<file path="src/logic/dhsfs_map.svh">
// timing constants for the dual hot-swap fault sequencer
`ifndef DHSFS_MAP_SVH
`define DHSFS_MAP_SVH
// clock period in picoseconds (250 MHz)
`define DHSFS_CLK_PS 4000
// time base tick: 10 us
`define DHSFS_TICK_NS 10000
`define DHSFS_TICK_CYC (`DHSFS_TICK_NS * 1000 / `DHSFS_CLK_PS)
// delays in microseconds, counted in 10 us ticks
`define DHSFS_LOCKOUT_US 37500
`define DHSFS_LOCKOUT_TICKS (`DHSFS_LOCKOUT_US * 1000 / `DHSFS_TICK_NS)
`define DHSFS_START_DEF_US 9000
`define DHSFS_START_DEF_TICKS (`DHSFS_START_DEF_US * 1000 / `DHSFS_TICK_NS)
`define DHSFS_START_MAX_US 50000
`define DHSFS_START_MAX_TICKS (`DHSFS_START_MAX_US * 1000 / `DHSFS_TICK_NS)
`define DHSFS_PG_US 750
`define DHSFS_PG_TICKS (`DHSFS_PG_US * 1000 / `DHSFS_TICK_NS)
`define DHSFS_CLEAR_US 100
`define DHSFS_CLEAR_TICKS (`DHSFS_CLEAR_US * 1000 / `DHSFS_TICK_NS)
`define DHSFS_GLITCH_US 20
`define DHSFS_GLITCH_TICKS (`DHSFS_GLITCH_US * 1000 / `DHSFS_TICK_NS)
// autoretry wait is this many startup periods
`define DHSFS_RETRY_MULT 64
`define DHSFS_CNT_W 20
`define DHSFS_TICK_W 12
`define DHSFS_MULT_W 7
`endif

</file>
<file path="src/logic/dhsfs_pkg.sv">
// types for the dual hot-swap fault sequencer
package dhsfs_pkg;
  typedef enum logic [2:0] {
    ST_LOCKOUT, ST_WAIT_ON, ST_STARTUP, ST_RUN, ST_LATCHED, ST_RETRY
  } dhsfs_state_t;

  // per-channel comparator decisions
  typedef struct packed {
    logic fast_trip;
    logic slow_trip;
    logic window_low;
    logic window_high;
  } dhsfs_sense_t;

  // per-channel commands toward the gate drivers and status pin
  typedef struct packed {
    logic gate_on;
    logic gate_discharge;
    logic startup_limit;
    logic pg_out;
    logic pg_oe;
  } dhsfs_drive_t;
endpackage

</file>
<file path="src/logic/dhsfs_sequencer.sv">
// control sequencer for a dual-channel hot-swap breaker
// What this block does
// - startup begins after lockout release delay, both on-requests, no latch or retry wait
// - startup period is 9ms by default, adjustable up to 50ms
// - slow overcurrent trip is ignored during startup
// - fast trip during startup only limits current, no fault and no turn-off
// - power-good released 0.75ms after startup when no fault
// - after startup a slow trip faults, drops both power-goods, discharges both gates
// - after startup a fast trip faults immediately with the same response
// - both supplies below lockout restart the lockout delay and then startup
// - latched fault cleared by on-request low or supply cycle held 100us
// - autoretry restarts after 64 startup periods
// - on-request drop does not clear an autoretry wait
// - supply cycle during autoretry wait starts startup at once
// - window monitors act only after startup, outside window is a fault
// - protection variant: voltage fault discharges both gates, drops both power-goods
// - protection with autoretry retries each wait until fault is gone
// - protection with latching stays off until fault gone and latch cleared
// - monitoring variant drops only the faulty power-good, gates stay on
// - monitor excursions shorter than 20us are ignored
// - power-good low while its on-request is low
// - power-good low during startup, channel off, any overcurrent or protection fault, or a monitor fault on its own channel
`timescale 1ns/10ps
`include "dhsfs_map.svh"
// tick length is a parameter so that a bench can shrink every delay at once
module dhsfs_sequencer #(
  parameter int TICK_CYC = `DHSFS_TICK_CYC
) (
  input wire logic clk,
  input wire logic nrst,
  input wire logic supply1_ok,
  input wire logic supply2_ok,
  input wire logic on_request1,
  input wire logic on_request2,
  input wire dhsfs_pkg::dhsfs_sense_t sense1,
  input wire dhsfs_pkg::dhsfs_sense_t sense2,
  input wire logic startup_time_set_float,
  input wire logic [`DHSFS_CNT_W-1:0] startup_time_set_ticks,
  input wire logic cfg_autoretry,
  input wire logic cfg_monitor_only,
  output dhsfs_pkg::dhsfs_drive_t first_channel_drive,
  output dhsfs_pkg::dhsfs_drive_t second_channel_drive,
  output logic sequencer_fault,
  output logic startup_active
);
  import dhsfs_pkg::*;

  // ----------------------------------------------------------------
  // input synchronisers
  // ----------------------------------------------------------------
  localparam int NSYNC = 12;
  logic [NSYNC-1:0] raw_in;
  logic [NSYNC-1:0] sync1_q;
  logic [NSYNC-1:0] sync2_q;
  assign raw_in = {supply1_ok, supply2_ok, on_request1, on_request2,
                   sense1, sense2};
  always_ff @(posedge clk) begin
    if (!nrst) begin
      sync1_q <= '0;
      sync2_q <= '0;
    end else begin
      sync1_q <= raw_in;
      sync2_q <= sync1_q;
    end
  end
  wire logic sup1 = sync2_q[11];
  wire logic sup2 = sync2_q[10];
  wire logic on1 = sync2_q[9];
  wire logic on2 = sync2_q[8];
  dhsfs_sense_t s1;
  dhsfs_sense_t s2;
  assign s1 = sync2_q[7:4];
  assign s2 = sync2_q[3:0];

  // ----------------------------------------------------------------
  // time base
  // ----------------------------------------------------------------
  logic [`DHSFS_TICK_W-1:0] div_q;
  logic tick_q;
  always_ff @(posedge clk) begin
    if (!nrst) begin
      div_q <= '0;
      tick_q <= 1'b0;
    end else begin
      tick_q <= (div_q == `DHSFS_TICK_W'(TICK_CYC - 1));
      div_q <= (div_q == `DHSFS_TICK_W'(TICK_CYC - 1)) ? '0 : div_q + 1'b1;
    end
  end

  // static configuration captured once after reset release
  logic cfg_taken_q;
  logic autoretry_q;
  logic monitor_q;
  logic [`DHSFS_CNT_W-1:0] start_ticks_q;
  wire logic [`DHSFS_CNT_W-1:0] ext_ticks =
    (startup_time_set_ticks > `DHSFS_CNT_W'(`DHSFS_START_MAX_TICKS)) ?
    `DHSFS_CNT_W'(`DHSFS_START_MAX_TICKS) : startup_time_set_ticks;
  always_ff @(posedge clk) begin
    if (!nrst) begin
      cfg_taken_q <= 1'b0;
      autoretry_q <= 1'b0;
      monitor_q <= 1'b0;
      start_ticks_q <= `DHSFS_CNT_W'(`DHSFS_START_DEF_TICKS);
    end else if (!cfg_taken_q) begin
      cfg_taken_q <= 1'b1;
      autoretry_q <= cfg_autoretry;
      monitor_q <= cfg_monitor_only;
      start_ticks_q <= startup_time_set_float ? `DHSFS_CNT_W'(`DHSFS_START_DEF_TICKS) :
                       ((ext_ticks == '0) ? `DHSFS_CNT_W'(1) : ext_ticks);
    end
  end

  // ----------------------------------------------------------------
  // supply and on-request qualification
  // ----------------------------------------------------------------
  wire logic any_sup = sup1 | sup2;
  wire logic both_on = on1 & on2;
  // state is declared here because the clear qualifiers and window filters read it
  dhsfs_state_t state_q;
  dhsfs_state_t state_d;
  // clear qualifiers: a low on-request or a supply dropout held for the clear time
  logic [`DHSFS_TICK_W-1:0] onlow_cnt_q;
  logic [`DHSFS_TICK_W-1:0] suplow_cnt_q;
  logic on_cleared_q;
  logic sup_cycled_q;
  wire logic sup_any_low = !sup1 | !sup2;
  always_ff @(posedge clk) begin
    if (!nrst) begin
      onlow_cnt_q <= '0;
      suplow_cnt_q <= '0;
      on_cleared_q <= 1'b0;
      sup_cycled_q <= 1'b0;
    end else begin
      if (both_on) onlow_cnt_q <= '0;
      else if (tick_q && !on_cleared_q) onlow_cnt_q <= onlow_cnt_q + 1'b1;
      if (!sup_any_low) suplow_cnt_q <= '0;
      else if (tick_q && !sup_cycled_q) suplow_cnt_q <= suplow_cnt_q + 1'b1;
      if (onlow_cnt_q >= `DHSFS_TICK_W'(`DHSFS_CLEAR_TICKS)) on_cleared_q <= 1'b1;
      else if (state_q != ST_LATCHED) on_cleared_q <= 1'b0;
      if (suplow_cnt_q >= `DHSFS_TICK_W'(`DHSFS_CLEAR_TICKS)) sup_cycled_q <= 1'b1;
      else if (state_q != ST_LATCHED && state_q != ST_RETRY) sup_cycled_q <= 1'b0;
    end
  end

  // ----------------------------------------------------------------
  // window monitors with glitch filter
  // ----------------------------------------------------------------
  logic [`DHSFS_TICK_W-1:0] win_cnt_q [2];
  logic [1:0] vfault_q;
  wire logic [1:0] win_out = {s1.window_low | s1.window_high,
                              s2.window_low | s2.window_high};
  for (genvar i = 0; i < 2; i++) begin : g_win
    always_ff @(posedge clk) begin
      if (!nrst || state_q != ST_RUN || !win_out[i]) begin
        win_cnt_q[i] <= '0;
        vfault_q[i] <= 1'b0;
      end else if (tick_q && !vfault_q[i]) begin
        win_cnt_q[i] <= win_cnt_q[i] + 1'b1;
        if (win_cnt_q[i] >= `DHSFS_TICK_W'(`DHSFS_GLITCH_TICKS)) vfault_q[i] <= 1'b1;
      end
    end
  end
  wire logic any_vfault = |vfault_q;
  // raw window state outside run, so a latched protection fault only clears once healthy
  wire logic win_bad = |win_out;

  // ----------------------------------------------------------------
  // sequencer
  // ----------------------------------------------------------------
  logic [`DHSFS_CNT_W-1:0] cnt_q;
  logic [`DHSFS_MULT_W-1:0] mult_q;
  logic pg_ok_q;
  logic oc_fault_q;
  logic v_latched_q;
  wire logic oc_trip = s1.slow_trip | s2.slow_trip | s1.fast_trip | s2.fast_trip;
  wire logic prot_fault = any_vfault && !monitor_q;
  wire logic run_fault = oc_trip | prot_fault;
  // cnt_q holds finished ticks, so the last tick of an N-tick period sees N-1
  wire logic lockout_done = cnt_q >= `DHSFS_CNT_W'(`DHSFS_LOCKOUT_TICKS - 1);
  wire logic start_done = cnt_q >= start_ticks_q - `DHSFS_CNT_W'(1);
  wire logic retry_done = start_done && (mult_q == `DHSFS_MULT_W'(`DHSFS_RETRY_MULT - 1));
  wire logic latch_clear = (on_cleared_q && both_on) || (sup_cycled_q && !sup_any_low);

  always_comb begin
    state_d = state_q;
    unique case (state_q)
      ST_LOCKOUT: if (tick_q && lockout_done && any_sup) state_d = ST_WAIT_ON;
      ST_WAIT_ON: if (both_on) state_d = ST_STARTUP;
      ST_STARTUP: if (!both_on) state_d = ST_WAIT_ON;
        else if (tick_q && start_done) state_d = ST_RUN;
      ST_RUN: if (run_fault) state_d = autoretry_q ? ST_RETRY : ST_LATCHED;
        else if (!both_on) state_d = ST_WAIT_ON;
      ST_LATCHED: if (latch_clear && !(prot_fault || (!monitor_q && win_bad && v_latched_q)))
        state_d = ST_LOCKOUT;
      ST_RETRY: if (sup_cycled_q && !sup_any_low && both_on) state_d = ST_STARTUP;
        else if (tick_q && retry_done) state_d = ST_WAIT_ON;
    endcase
    if (!any_sup) state_d = ST_LOCKOUT;
  end

  always_ff @(posedge clk) begin
    if (!nrst) begin
      state_q <= ST_LOCKOUT;
      cnt_q <= '0;
      mult_q <= '0;
    end else begin
      state_q <= state_d;
      // lockout release delay only runs while a supply stays up
      if (state_d != state_q || !any_sup) begin
        cnt_q <= '0;
        mult_q <= '0;
      end else if (tick_q) begin
        if (state_q == ST_RETRY && start_done) begin
          cnt_q <= '0;
          mult_q <= mult_q + 1'b1;
        end else if (!(&cnt_q)) cnt_q <= cnt_q + 1'b1;
      end
    end
  end

  // fault memory and power-good release delay
  always_ff @(posedge clk) begin
    if (!nrst) begin
      pg_ok_q <= 1'b0;
      oc_fault_q <= 1'b0;
      v_latched_q <= 1'b0;
    end else begin
      pg_ok_q <= (state_q == ST_RUN) && (pg_ok_q ||
                 (tick_q && cnt_q >= `DHSFS_CNT_W'(`DHSFS_PG_TICKS - 1)));
      if (state_q == ST_RUN && run_fault) begin
        oc_fault_q <= 1'b1;
        v_latched_q <= prot_fault;
      end else if (state_q == ST_STARTUP || state_q == ST_LOCKOUT) begin
        oc_fault_q <= 1'b0;
        v_latched_q <= 1'b0;
      end
    end
  end

  // ----------------------------------------------------------------
  // outputs
  // ----------------------------------------------------------------
  wire logic running = state_q == ST_RUN && !run_fault;
  wire logic gates_up = running || state_q == ST_STARTUP;
  wire logic [1:0] ch_on = {on1, on2};
  // monitoring variant: only the faulty channel drops its power-good
  wire logic [1:0] pg_good = {2{running && pg_ok_q}} & ch_on &
                             ~(vfault_q & {2{monitor_q}});
  dhsfs_drive_t drv_d [2];
  dhsfs_drive_t drv_q [2];
  for (genvar i = 0; i < 2; i++) begin : g_drv
    assign drv_d[i] = '{gate_on: gates_up,
                        gate_discharge: !gates_up,
                        startup_limit: state_q == ST_STARTUP,
                        pg_out: 1'b0,
                        pg_oe: !pg_good[1-i]};
  end
  always_ff @(posedge clk) begin
    if (!nrst) begin
      drv_q[0] <= '{gate_on: 1'b0, gate_discharge: 1'b1, startup_limit: 1'b0,
                    pg_out: 1'b0, pg_oe: 1'b1};
      drv_q[1] <= '{gate_on: 1'b0, gate_discharge: 1'b1, startup_limit: 1'b0,
                    pg_out: 1'b0, pg_oe: 1'b1};
      sequencer_fault <= 1'b0;
      startup_active <= 1'b0;
    end else begin
      drv_q[0] <= drv_d[0];
      drv_q[1] <= drv_d[1];
      sequencer_fault <= oc_fault_q || any_vfault;
      startup_active <= state_q == ST_STARTUP;
    end
  end
  assign first_channel_drive = drv_q[0];
  assign second_channel_drive = drv_q[1];
endmodule

</file>
<file path="config.mk">
export PLATFORM = sky130hd
export DESIGN_NAME = dhsfs_sequencer
export DESIGN_NICKNAME = d
export VERILOG_FILES = /design/src/logic/dhsfs_pkg.sv /design/src/logic/dhsfs_sequencer.sv
export VERILOG_INCLUDE_DIRS = /design/src /design/src/logic
export SDC_FILE = /design/constraint.sdc
export NUM_CORES = 1
export LEC_CHECK = 0
export ABC_AREA = 1
export BUFFER_PORTS_ARGS = -buffer_cell sky130_fd_sc_hd__buf_2
export CELL_PAD_IN_SITES_DETAIL_PLACEMENT = 0
export CELL_PAD_IN_SITES_GLOBAL_PLACEMENT = 1
export CORE_MARGIN = 2
export CORE_UTILIZATION = 35
export CTS_BUF_LIST = sky130_fd_sc_hd__clkbuf_4
export CTS_CLUSTER_DIAMETER = 120
export DETAILED_ROUTE_END_ITERATION = 6
export PLACE_DENSITY_LB_ADDON = 0.1
export SYNTH_ARGS = -nofsm -noshare
export SYNTH_HDL_FRONTEND = slang
export SYNTH_SLANG_ARGS = --single-unit
</file>
<file path="constraint.sdc">
create_clock -name clk -period 5.9 [get_ports clk]
set_input_delay 0.295 -clock clk [delete_from_list [all_inputs] [get_ports clk]]
set_output_delay 0.295 -clock clk [all_outputs]
set_load 0.02 [all_outputs]
</file>
* Word-level counts from Yosys, hierarchy flattened
Memory sizes are Yosys's and may differ from the RTL's.
Cells that the tools add are included.
** Storage, ports and cells
- Bits in registers :: 123
- Bits in writable memories :: 32
- Output and inout port bits :: 12
- Memories kept :: 2
** Cells by class
- Add/sub/neg operators :: 8
- Order comparisons :: 8
- Equal/unequal tests :: 12
- Multiplexer cells :: 40
- Bitwise operators :: 18
- Reduce and logical (&&, ||, !) cells :: 66
** Memory list
- win_cnt_q :: depth 2, bits a word 12, read ports 2, clocked after memory_dff 0, wr ports 2, RTL line dhsfs_sequencer.sv:148 : logic [`DHSFS_TICK_W-1:0] win_cnt_q [2];
- drv_q :: depth 2, bits a word 4, read ports 2, clocked after memory_dff 0, wr ports 2, RTL line dhsfs_sequencer.sv:250 : dhsfs_drive_t drv_q [2];
** Operator list (number)
- $mux 20 :: 5
- $add 12x1->12 const B :: 5
- $mux 3 :: 10
- $ge 12x2->1 const B :: 2
- $ge 12x4->1 const B :: 2
- $mux 12 :: 2
- $logic_and 1x1->1 :: 23
- $add 20x1->20 const B :: 1
- $ge 20x12->1 const B :: 1
- $ge 20x20->1 :: 1
- $ge 20x7->1 const B :: 1
- $gt 20x13->1 const B :: 1
- $logic_not 20->1 :: 1
- $mux 1 :: 20
- $reduce_and 20->1 :: 1
- $sub 20x1->20 const B :: 1
- $pmux 3 s6 :: 1
- $logic_not 1->1 :: 17
- $eq 12x12->1 const B :: 1
- $or 1x1->1 :: 12
- $logic_or 1x1->1 :: 10
- $reduce_and 2->1 :: 5
- $reduce_or 2->1 :: 5
- $mux 4 :: 2
- 15 further kinds :: 22

* Longest topological paths before layout
Gate-level depths: netlist of run 1.
- Depth in word-level cells :: 13
- Gate-level depth with buffers :: 31
- Mapped depth without buffers :: 30

* Worst setup path before layout of run 1
Ideal clock, no wire load.
- Kind :: flip-flop to flip-flop
- Start :: register start_ticks_q[0]
- End :: register cnt_q[13]
- Data arrival time :: 3.601 ns
- Slack :: 2.239 ns
- Stages on the path, launching flop included :: 29
- Path buffers :: 1
- Clock period less this slack :: 3.661 ns
- Path through :: dfxtp_1 inv_1 ha_1 nand2_1 or3_1 nor3_2 nand4_1 nor2_1 inv_1 nor2_1 nand3_1 xor2_1 inv_1 ha_1 nand2_1 nor2_2 nand2_1 nor2_1 nand2_1 nand4_1 nand2_2 clkinv_2 nand2_4 nand2_4 inv_4 buf_6 o31ai_1 inv_2 nor2_4
** Between the ends
- Longest elaborated chain between the ends :: 11
** RTL lines
- start, declared :: RTL line dhsfs_sequencer.sv:94 : logic [`DHSFS_CNT_W-1:0] start_ticks_q;
- start signal, assigned :: RTL line dhsfs_sequencer.sv:103 : start_ticks_q <= `DHSFS_CNT_W'(`DHSFS_START_DEF_TICKS);
- start signal, assigned :: RTL line dhsfs_sequencer.sv:108 : start_ticks_q <= startup_time_set_float ? `DHSFS_CNT_W'(`DHSFS_START_DEF_TICKS) :
- $sub 20x1->20 * :: RTL line dhsfs_sequencer.sv:180 : wire logic start_done = cnt_q >= start_ticks_q - `DHSFS_CNT_W'(1);
- $ge 20x20->1 * :: RTL line dhsfs_sequencer.sv:180
- $logic_and 1x1->1 :: RTL line dhsfs_sequencer.sv:181 : wire logic retry_done = start_done && (mult_q == `DHSFS_MULT_W'(`DHSFS_RETRY_MULT - 1));
- $logic_and 1x1->1 :: RTL line dhsfs_sequencer.sv:196 : else if (tick_q && retry_done) state_d = ST_WAIT_ON;
- $mux 3 :: RTL line dhsfs_sequencer.sv:196
- $mux 3 :: RTL line dhsfs_sequencer.sv:195 : ST_RETRY: if (sup_cycled_q && !sup_any_low && both_on) state_d = ST_STARTUP;
- $pmux 3 s6 :: RTL line dhsfs_sequencer.sv:186 : unique case (state_q)
- $mux 3 :: RTL line dhsfs_sequencer.sv:198 : if (!any_sup) state_d = ST_LOCKOUT;
- $ne 3x3->1 :: RTL line dhsfs_sequencer.sv:209 : if (state_d != state_q || !any_sup) begin
- $logic_or 1x1->1 :: RTL line dhsfs_sequencer.sv:209
- $reduce_or 2->1 (no line)
- end signal, assigned :: RTL line dhsfs_sequencer.sv:216 : end else if (!(&cnt_q)) cnt_q <= cnt_q + 1'b1;
- end, declared :: RTL line dhsfs_sequencer.sv:170 : logic [`DHSFS_CNT_W-1:0] cnt_q;
Mark *: on every way between the ends. The rest lies on a longest branch, timed or not.
A chain may end at the register's enable or synchronous reset.

* Final worst setup path of run 1
- Start :: register start_ticks_q[0]
- End :: register cnt_q[7]
The elaborated chain is that of the path after synthesis.

==> summary.md, run 1 <==
| Metric | Value |
|---|---|
| Die area | `24400 sq um` |
| Cells after Synth | `1087` |
| CTS tree | `built` |
| Post-layout min period | `4.39 ns` |
| Count leader, synth | `nand2_1` |
| Max stage delay on crit path | `0.36 ns` |
| Crit path arrival time | `4.83 ns` |
| Max Slew Vio Count | `0` |
| Status | `finished clean` |
| H-tree levels | `4` |
| Vias | `6695` |
| Initial core utilization | `0.358` |
| Worst Setup End Kind | `register` |
| First-pass DRT Iterations | `5` |
| Die Wd | `156 um` |
| Final TNS setup | `0 ns` |
| Final setup viols | `0` |
| Min-Delay Path Class | `in2reg` |
| Port bufs | `46` |
| Peak supply drop | `0.0977 mV` |
| Fill cells | `2439` |
| Clock transition at the registers of the reported paths | `0.14 ns` |
| First-pass GRT wire length | `31000 um` |
| Kind of critical path | `reg2reg` |
| Clock skew | `0.0317 ns` |
| DPL Wire Length | `13600 um` |
| Initial antenna violation count | `1` |
| Avg Cell Area, Syn | `7.47 sq um` |
| Leak pwr | `3.66 nW` |
| GRT Util Overall | `0.158` |
| Worst slew pin tran | `1.14 ns` |
| Sequential area share after synthesis | `0.402` |
| Slew HR | `0.238` |
| GRT Residual Overflow | `0` |
| Layout net count | `1229` |
| Clock Tree Buf Depth | `2` |
| Synth top area cells | `dfxtp_1 31%, nand2_1 9.0%, edfxtp_1 8.9%` |
| RD Place Congestion | `0.804` |
| Wire length per cell | `12.3 um` |
| Crit path launch type | `register` |
| Final worst path period share | `0.744` |
| EDFF count, synth | `24` |
| DR iter-0 viols | `333` |
| Area Overhead vs Synth | `12.1%` |
| Post-synth top area cell | `dfxtp_1` |
| Async set or reset register ratio after synthesis | `0` |
| Die Height | `156 um` |
| Post-synthesis cell type count | `54` |
| PwrDens | `200 nW/um^2` |
| Crit path max fanout | `16` |
| Post-DRT Antenna Nets | `0` |
| Syn Std Cell Area | `8120 sq um` |
| Register Area | `3260 sq um` |
| Share of cells above drive strength 1 | `0.118` |
| I/O Pins | `49` |
| Required time worst endpoint | `6.34 ns` |
| Fin. Hold Viols | `0` |
| Area occupied by multi-input gates | `3970 sq um` |
| Core area | `22700 sq um` |
| TritonCTS Buffers | `17` |
| Row count | `55` |
| CTS Root Cell | `clkbuf_4` |
| Synth top cells by count | `194 x nand2_1, 183 x inv_1, 135 x nor2_1` |
| Synth Register Bits | `151` |
| RSZ-0062 raised after global routing | `no` |
| Slowest stage cell, crit path | `or3_1` |
| Share of the synthesized area in the top cell type | `0.313` |
| Sink Count | `151` |
| Maximum clock rate | `228 MHz` |
| DR DRC count | `0` |
| Pin count of the biggest net entering global routing | `35` |
| Clock latency on the worst-skew pair | `0.57 ns` |
| Most numerous cell on the critical path | `inv_1` |
| Max Cap Viol | `0` |
| Ys flop type | `dfxtp_1` |
| Routed WL | `18000 um` |
| Via density | `4.60` |
| YS warnings | `0` |
| Vias in the first global route | `6387` |
| Fin Hold WS | `0.0794 ns` |
## worst max-delay path, delay by kind of cell, from the launching register on
family                     cells  cell delay [ns]
DFF                            1             0.32
xor gates and xnor gates       1             0.14
buffers and inverters          7             0.68
and+or+nand+nor               17             2.40
adders and majority gates      2             0.45
AOI/OAI and AO/OA              2             0.26
## routing by layer
metal  vias up  global-route usage  wire length, um
met5         -                   0                0
met4         0              0.0411              140
met3         9              0.0349              485
met2        79               0.266             8500
met1      2979               0.204             8850
li1       3628                   -                -
## path summary, 6_finish.rpt
| kind | from | end | slack [ns] | depth (start not counted) |
|---|---|---|---|---|
| setup reg to reg | start_ticks_q[0]$_SDFFE_PN0N_ | cnt_q[7]$_SDFFE_PP0P_ | 1.51 | 29 |
| setup / recovery | start_ticks_q[0]$_SDFFE_PN0N_ | cnt_q[7]$_SDFFE_PP0P_ | 1.51 | 29 |
| hold / removal | startup_time_set_ticks[12] | start_ticks_q[12]$_SDFFE_PN0N_ | 0.08 | 3 |
| hold reg to reg | sync1_q[10]$_SDFF_PN0_ | sync2_q[10]$_SDFF_PN0_ | 0.42 | 2 |
## registers in the layout, summed over array words and instances (netlist names), 3 cells and up
| signal | cells |
|---|---|
| state_q | 3 |
| suplow_cnt_q | 12 |
| start_ticks_q | 20 |
| sync1_q | 12 |
| drv_q | 5 |
| div_q | 12 |
| mult_q | 7 |
| cnt_q | 20 |
| sync2_q | 12 |
| onlow_cnt_q | 12 |
| win_cnt_q | 24 |
## cell usage in the layout, fill, tap and decap left out, drive strengths merged, types with 5 or more instances in the layout
master,n
dlygate4sd3,24
dfxtp,127
nor3b,6
xnor2,10
or2,5
nand2,201
ha,35
o21ai,46
nand3,49
inv,201
o31ai,8
a21oi,58
buf,48
nor2,161
clkbuf,18
xor2,28
nand4,22
clkinv,6
edfxtp,24
nor3,44
nor4,16
## timing repair
action                    4_1_cts  5_1_grt
buffers inserted                0        0
hold endpoints to repair       24        0
hold buffers                   24        0
gates resized for setup         0        0
## per-stage QoR
stage                     utilization  cells  setup WS, ns  cell area (sq um)  power (mW)
final                           0.401   1456          1.51               9100        1.82
after global routing            0.401   1456         0.802               9100        1.91
after CTS                       0.401   1455          1.42               9100        1.86
after detailed placement        0.377   1399          1.43               8570        1.15
after global placement          0.377   1399          1.56               8570        1.15
after floorplan                     -   1088          2.24               8120        1.13
## logic make-up (layout without fill, tap and decap cells)
| kind of cell | after synthesis | count (layout) | synth area share |
|---|---|---|---|
| mux | 1 | 1 | 0.00139 |
| simple gates | 511 | 511 | 0.300 |
| other cells | 1 | 3 | 0.000462 |
| buf+inv | 217 | 299 | 0.110 |
| xor+xnor | 38 | 38 | 0.0410 |
| fa+ha+maj | 35 | 35 | 0.0539 |
| compound gates | 133 | 133 | 0.0915 |
| flops | 151 | 151 | 0.402 |
## where the power goes
part | switching [mW] | internal [mW] | total [mW]
Sequential | 0.00630 | 1.05 | 1.06
Combinational | 0.0461 | 0.0346 | 0.0806
Clock | 0.444 | 0.233 | 0.677
## area by class of cell
| type | instances | area share |
|---|---|---|
| inverters | 195 | 0.0808 |
| clock buffers | 18 | 0.0148 |
| well taps | 285 | 0.0392 |
| multi-input cells | 720 | 0.436 |
| flip-flops and latches | 151 | 0.358 |
| clock inverters | 14 | 0.0169 |
| diodes | 1 | 0.000275 |
| repair buffers | 72 | 0.0533 |
No activity file was read; power rests on OpenSTA's default activity.
==> run 2: changes to the inputs <==
--- a/config.mk
+++ b/config.mk
@@ -6,7 +6,7 @@
 export SDC_FILE = /design/constraint.sdc
 export NUM_CORES = 1
 export LEC_CHECK = 0
-export ABC_AREA = 1
+export ABC_AREA = 0
 export BUFFER_PORTS_ARGS = -buffer_cell sky130_fd_sc_hd__buf_2
 export CELL_PAD_IN_SITES_DETAIL_PLACEMENT = 0
 export CELL_PAD_IN_SITES_GLOBAL_PLACEMENT = 1
==> constraint.sdc (replaced) <==
create_clock -name clk -period 4 [get_ports clk]
set_input_delay 0.2 -clock clk [delete_from_list [all_inputs] [get_ports clk]]
set_output_delay 0.2 -clock clk [all_outputs]
set_load 0.02 [all_outputs]
==> summary.md, run 2 <==
| Metric | Value |
|---|---|
| Area Overhead vs Synth | `15.3%` |
| RSZ-0062 raised after global routing | `yes` |
| Crit path max fanout | `20` |
| Worst Setup End Kind | `register` |
| Async set or reset register ratio after synthesis | `0` |
| Slew HR | `0.534` |
| Routed WL | `16700 um` |
| Clock transition at the registers of the reported paths | `0.14 ns` |
| Ys flop type | `dfxtp_1` |
| Met1 wire length | `8500 um` |
| Post-synth top area cell | `dfxtp_1` |
| CTS tree | `built` |
| Maximum clock rate | `264 MHz` |
| YS warnings | `0` |
| Post-layout power | `2.68 mW` |
| H-tree levels | `4` |
| DR iter-0 viols | `233` |
| Most frequent cells in the layout | `127 x nor2_1, 127 x dfxtp_1, 60 x xor2_1` |
| Area after DPL | `7830 sq um` |
| Vias in the first global route | `5643` |
| Synth top cells by count | `130 x nor2_1, 127 x dfxtp_1, 60 x xor2_1` |
| Fill cells | `2117` |
| Post-synthesis cell type count | `66` |
| Worst slew pin tran | `0.681 ns` |
| Vias | `5793` |
| Placed cells | `1107` |
| Initial core utilization | `0.353` |
| Crit path arrival time | `4.25 ns` |
| Syn Std Cell Area | `7380 sq um` |
| Synth top area cells | `dfxtp_1 34%, edfxtp_1 9.8%, xor2_1 7.1%` |
| EDFF count, synth | `24` |
| Sequential area share after synthesis | `0.442` |
| Core area | `20900 sq um` |
| Port bufs | `46` |
| Sink Count | `151` |
| Max Cap Viol | `0` |
| Post-layout min period | `3.79 ns` |
| Leak pwr | `3.23 nW` |
| R2R setup slack | `0.21 ns` |
| I/O Pins | `49` |
| Crit path launch type | `register` |
| Worst flop-to-flop path endpoint | `cnt_q[10]$_SDFFE_PP0P_` |
| Count leader, synth | `nor2_1` |
| Peak supply drop | `0.178 mV` |
| Met3 wire length | `411 um` |
| Max reg flops | `24` |
| TritonCTS Buffers | `17` |
| Post-DRT Antenna Nets | `0` |
| Cells after Synth | `811` |
| Max Slew Vio Count | `0` |
| Via density | `4.94` |
| R2R Path Start | `start_ticks_q[2]$_SDFFE_PN1N_` |
| Initial antenna violation count | `1` |
| Setup ws final | `0.208 ns` |
| CTS Root Cell | `clkbuf_4` |
| Biggest registers after layout | `win_cnt_q: 24 flops, cnt_q: 20 flops, start_ticks_q: 20 flops` |
| DR top layer | `met4` |
| Setup WS pre-CTS | `-0.00245 ns` |
| DR DRC count | `0` |
| Worst setup path end | `cnt_q[10]$_SDFFE_PP0P_` |
| Min-Delay Path Class | `in2reg` |
| Share of the synthesized area in the top cell type | `0.344` |
| WL met2 | `7630 um` |
| Clock Tree Buf Depth | `2` |
| Synth Register Bits | `151` |
| Avg Cell Area, Syn | `9.10 sq um` |
| Die Wd | `149 um` |
| DPL Wire Length | `11700 um` |
| Finished Core Util | `0.407` |
| First-pass DRT Iterations | `4` |
| Die Height | `149 um` |
| Clock latency on the worst-skew pair | `0.55 ns` |
| Status | `finished clean` |
| GRT Util Overall | `0.156` |
| Die area | `22300 sq um` |
| GRT Residual Overflow | `0` |
| Final worst path period share | `0.948` |
| First-pass GRT wire length | `27800 um` |
| Wire length per cell | `14.3 um` |
| Pin count of the biggest net entering global routing | `47` |
| Row count | `53` |
| Fin. Hold Viols | `0` |
| Clock skew | `0.0241 ns` |
| Beginning of the critical path | `start_ticks_q[2]$_SDFFE_PN1N_` |
| Non-filler cells, final | `1172` |
| Required time worst endpoint | `4.46 ns` |
| PwrDens | `314 nW/um^2` |
| Layout net count | `954` |
| Share of cells above drive strength 1 | `0.134` |
| RD Place Congestion | `0.790` |
| Final instance area | `8510 sq um` |
| Final setup viols | `0` |
| R2R depth | `17` |
| Register bank with the most flops | `win_cnt_q` |
| Kind of critical path | `reg2reg` |
-- run 2: cell types whose count changed in the layout (fill, tap and decap cells not counted), sizes merged, moves of 7 or more --
cell,before,now
a21oi,58,29
and2,0,27
and3,2,30
buf,48,55
inv,201,30
nand2,201,52
nand2b,0,7
nor2,161,131
nor3,44,14
o21ai,46,22
xnor2,10,33
xor2,28,60
-- run 2: area by class of cell --
cell class,instances,area [sq um],share of cell area
clock inverter,15,166,0.0196
inverter,24,90.1,0.0106
multi-input combinational,606,3930,0.462
tap,275,344,0.0404
sequential,151,3260,0.384
antenna,2,5.00,0.000588
timing repair buffer,82,581,0.0682
clock buffer,17,128,0.0150
-- run 2: worst min path at each step --
| stage | cells past startpoint | startpoint | slack (ns) | to |
|---|---|---|---|---|
| finish | 5 | startup_time_set_ticks[3] | 0.09 | start_ticks_q[3]$_SDFFE_PN0N_ |
| global route | 5 | startup_time_set_ticks[3] | 0.08 | start_ticks_q[3]$_SDFFE_PN0N_ |
| CTS | 5 | startup_time_set_ticks[3] | 0.01 | start_ticks_q[3]$_SDFFE_PN0N_ |
| detailed placement | 2 | supply1_ok | 0.41 | sync1_q[11]$_SDFF_PN0_ |
| global placement | 2 | sense2[3] | 0.41 | sync1_q[3]$_SDFF_PN0_ |
| floorplan | 0 | nrst | 0.23 | cfg_taken_q$_DFF_P_ |
-- run 2: routing by layer --
layer / vias up / global-route usage
met5: - / 0
met4: 0 / 0.0500
met3: 15 / 0.0275
met2: 73 / 0.252
met1: 2732 / 0.213
li1: 2973 / -
-- run 2: critical path, stage by stage (launching register included) --
cell and delay, ns:
dfxtp_1 0.37, or4_4 0.58, nor4_4 0.18, nand3_1 0.15, nor2_2 0.13, nand2_1 0.13
nor3_2 0.16, xnor2_1 0.15, ha_1 0.27, nand4_1 0.20, nor4_4 0.06, a221oi_2 0.28
nand3_2 0.18, and3_1 0.24, buf_12 0.16, o2111ai_1 0.22, xor2_1 0.19, nor2_1 0.06
-- run 2: power by group --
group | internal (mW) | leakage, nW | switching, mW
Sequential | 1.55 | 1.33 | 0.0119
Clock | 0.386 | 0.153 | 0.611
Combinational | 0.0553 | 1.75 | 0.0573
Total | 2.00 | 3.23 | 0.680
-- run 2: what timing repair did --
| item | CTS | global route |
|---|---|---|
| pin swaps | 0 | 5 |
| resized for setup | 1 | 16 |
| setup endpoints to repair | 11 | 28 |
| hold buffers | 27 | 0 |
| buffers inserted | 0 | 3 |
| endpoints found under the hold margin | 27 | 0 |
| cloned | 0 | 1 |
-- run 2: cells by family (layout without fill, tap and decap cells) --
logic type / after synthesis / after routing / synth area share
DFF: 151 / 151 / 0.442
other: 1 / 4 / 0.000508
xor gates and xnor gates: 93 / 93 / 0.110
and+or+nand+nor: 372 / 373 / 0.251
muxes: 3 / 3 / 0.00407
adders and majority gates: 36 / 36 / 0.0607
buffers and inverters: 56 / 138 / 0.0383
AOI/OAI and AO/OA: 99 / 99 / 0.0929
-- run 2: per-stage QoR --
stage               hold WS, ns  setup TNS [ns]
floorplan                 0.228               0
global placement          0.407               0
detailed placement        0.410        -0.00245
CTS                      0.0131               0
global route             0.0849          -0.995
finish                   0.0887               0
==> run 3: changes to the inputs <==
--- a/config.mk
+++ b/config.mk
@@ -16,6 +16,7 @@
 export CTS_CLUSTER_DIAMETER = 120
 export DETAILED_ROUTE_END_ITERATION = 6
 export PLACE_DENSITY_LB_ADDON = 0.1
+export RECOVER_POWER = 25
 export SYNTH_ARGS = -nofsm -noshare
 export SYNTH_HDL_FRONTEND = slang
 export SYNTH_SLANG_ARGS = --single-unit
==> summary.md, run 3 (synthesis results as in run 2) <==
| Metric | Value |
|---|---|
| Sw frac | `0.255` |
| Status | `complete, but fails checks` |
| P_sw | `0.681 mW` |
| RD Place Congestion | `0.790` |
| Finished Core Util | `0.407` |
| Clock power share | `0.373` |
| Fin Hold WS | `0.0877 ns` |
| Leak pwr | `3.20 nW` |
| Required time worst endpoint | `4.46 ns` |
| Max Cap Viol | `1` |
| Setup WS pre-CTS | `-0.00245 ns` |
| Share of cells above drive strength 1 | `0.126` |
| Crit path max fanout | `20` |
| R2R depth | `17` |
| Fin. Hold Viols | `0` |
| First-pass GRT wire length | `27800 um` |
| Worst hold start | `startup_time_set_ticks[3]` |
| Sequential power share | `0.585` |
| Die area | `22300 sq um` |
| Hold Path Stages | `5` |
| Pin count of the biggest net entering global routing | `47` |
| Placed cells | `1107` |
| Max stage delay on crit path | `0.58 ns` |
| Area Overhead vs Synth | `15.1%` |
| H-tree levels | `4` |
| Core area | `20900 sq um` |
| Setup ws final | `0.221 ns` |
| Clock skew | `0.0240 ns` |
| Routed WL | `16800 um` |
| Post-layout power | `2.68 mW` |
| Worst slew pin tran | `1.66 ns` |
| Max Slew Vio Count | `47` |
| Register bank with the most flops | `win_cnt_q` |
| Worst flop-to-flop path endpoint | `cnt_q[10]$_SDFFE_PP0P_` |
| Die Height | `149 um` |
| Die Wd | `149 um` |
| Internal | `1.99 mW` |
| CP cell instances | `or4_4 > nor4_4 > nand3_1 > nor2_2 > nand2_1 > nor3_2 > xnor2_1 > ha_1 > nand4_1 > nor4_4 > a221oi_2 > nand3_2 > and3_1 > buf_12 > o2111ai_1 > xor2_1 > nor2_1` |
| Initial core utilization | `0.353` |
| Wire length per cell | `14.3 um` |
| PwrDens | `315 nW/um^2` |
| Slowest stage cell, crit path | `or4_4` |
| CTS Root Cell | `clkbuf_4` |
| Vias | `5801` |
| RSZ-0062 raised after global routing | `yes` |
| Max reg flops | `24` |
| Via density | `4.95` |
| Vias in the first global route | `5643` |
| DR DRC count | `0` |
| Port bufs | `46` |
| DR iter-0 viols | `233` |
| Crit path launch type | `register` |
| Peak supply drop | `0.177 mV` |
| R2R setup slack | `0.22 ns` |
| Hold endpoint | `start_ticks_q[3]$_SDFFE_PN0N_` |
| Initial antenna violation count | `1` |
| Worst Setup End Kind | `register` |
| Biggest registers after layout | `win_cnt_q: 24 flops, cnt_q: 20 flops, start_ticks_q: 20 flops` |
| Most numerous cell on the critical path | `nor4_4` |
| R2R Path Start | `start_ticks_q[2]$_SDFFE_PN1N_` |
| Failing checks | `max-capacitance violations, max-slew violations` |
| Clock latency on the worst-skew pair | `0.55 ns` |
| Slew HR | `-0.105` |
| I/O Pins | `49` |
| Maximum clock rate | `265 MHz` |
| Min-Delay Path Class | `in2reg` |
| Post-layout min period | `3.78 ns` |
| Final worst path period share | `0.945` |
| Final setup viols | `0` |
| Sink Count | `151` |
| Kind of critical path | `reg2reg` |
| DPL Wire Length | `11700 um` |
| Clock transition at the registers of the reported paths | `0.14 ns` |
| Layout net count | `954` |
| Non-filler cells, final | `1172` |
| Crit path arrival time | `4.24 ns` |
| First-pass DRT Iterations | `7` |
| CTS tree | `built` |
| Comb pwr share | `0.042` |
| Post-DRT Antenna Nets | `0` |
| TritonCTS Buffers | `17` |
| Most frequent cells in the layout | `127 x nor2_1, 127 x dfxtp_1, 60 x xor2_1` |
| Clock Tree Buf Depth | `2` |
| Row count | `53` |
| GRT Residual Overflow | `0` |
| GRT Util Overall | `0.156` |
## run 3: changes by cell type in the layout (fill, tap and decap cells not counted), sizes merged
cell    previous run  this run
buf               55        48
clkbuf            17        24
## run 3: metal layers
metal  vias to the layer above  routed length [um]  track usage
met5                         -                   0            0
li1                       2976                   -            -
met1                      2737                8500        0.213
met4                         0                 216       0.0500
met2                        70                7660        0.252
met3                        18                 382       0.0275
## run 3: stage by stage
stage                      TNS, ns  area (sq um)
after CTS                        0          8400
final                            0          8500
after detailed placement  -0.00245          7830
after global routing        -0.995          8500
after global placement           0          7830
after floorplan                  0          7390
## run 3: final cells by class
type / instances / area [sq um]
diodes: 2 / 5.00
multi-input cells: 606 / 3930
fillers: 2122 / 12400
flip-flops and latches: 151 / 3260
well taps: 275 / 344
inverters: 24 / 90.1
clock inverters: 15 / 166
clock buffers: 17 / 128
repair buffers: 82 / 572
## run 3: how the worst max path moves through the flow
stage / endpoint / slack [ns] / from / cells after the start
CTS: cnt_q[10]$_SDFFE_PP0P_ / 0.02 / start_ticks_q[2]$_SDFFE_PN1N_ / 16
global placement: cnt_q[14]$_SDFFE_PP0P_ / 0.16 / start_ticks_q[2]$_SDFFE_PN1N_ / 17
floorplan: cnt_q[8]$_SDFFE_PP0P_ / 0.39 / start_ticks_q[2]$_SDFFE_PN1N_ / 16
finish: cnt_q[10]$_SDFFE_PP0P_ / 0.22 / start_ticks_q[2]$_SDFFE_PN1N_ / 17
global route: mult_q[0]$_SDFFE_PP0P_ / -0.08 / start_ticks_q[2]$_SDFFE_PN1N_ / 16
detailed placement: cnt_q[10]$_SDFFE_PP0P_ / -0.002 / start_ticks_q[2]$_SDFFE_PN1N_ / 16
## run 3: what timing repair did
action                                  in CTS  in global routing
hold buffers                                27                  0
hold endpoints to repair                    27                  0
resized for setup                            1                 16
buffers inserted                             0                  3
gates cloned                                 0                  1
endpoints found under the setup margin      11                 28
pin swaps                                    0                  5
## run 3: power by group through the flow
stage / registers (mW) / logic, mW / clock network (mW)
after CTS: 1.57 / 0.110 / 1.04
final: 1.57 / 0.112 / 0.998
after floorplan: 1.59 / 0.0597 / 0
after global placement: 1.60 / 0.0892 / 0
after detailed placement: 1.60 / 0.0903 / 0
after global routing: 1.57 / 0.126 / 1.11
## run 3: critical path: cells and delay by family (launching register included)
family	cells	cell delay, ns
buffers and inverters	1	0.16
adder cells (fa/ha/maj)	1	0.27
AND/OR/NAND/NOR	11	2.06
flip-flops	1	0.37
AO/OA/AOI/OAI	2	0.49
XOR/XNOR	2	0.34
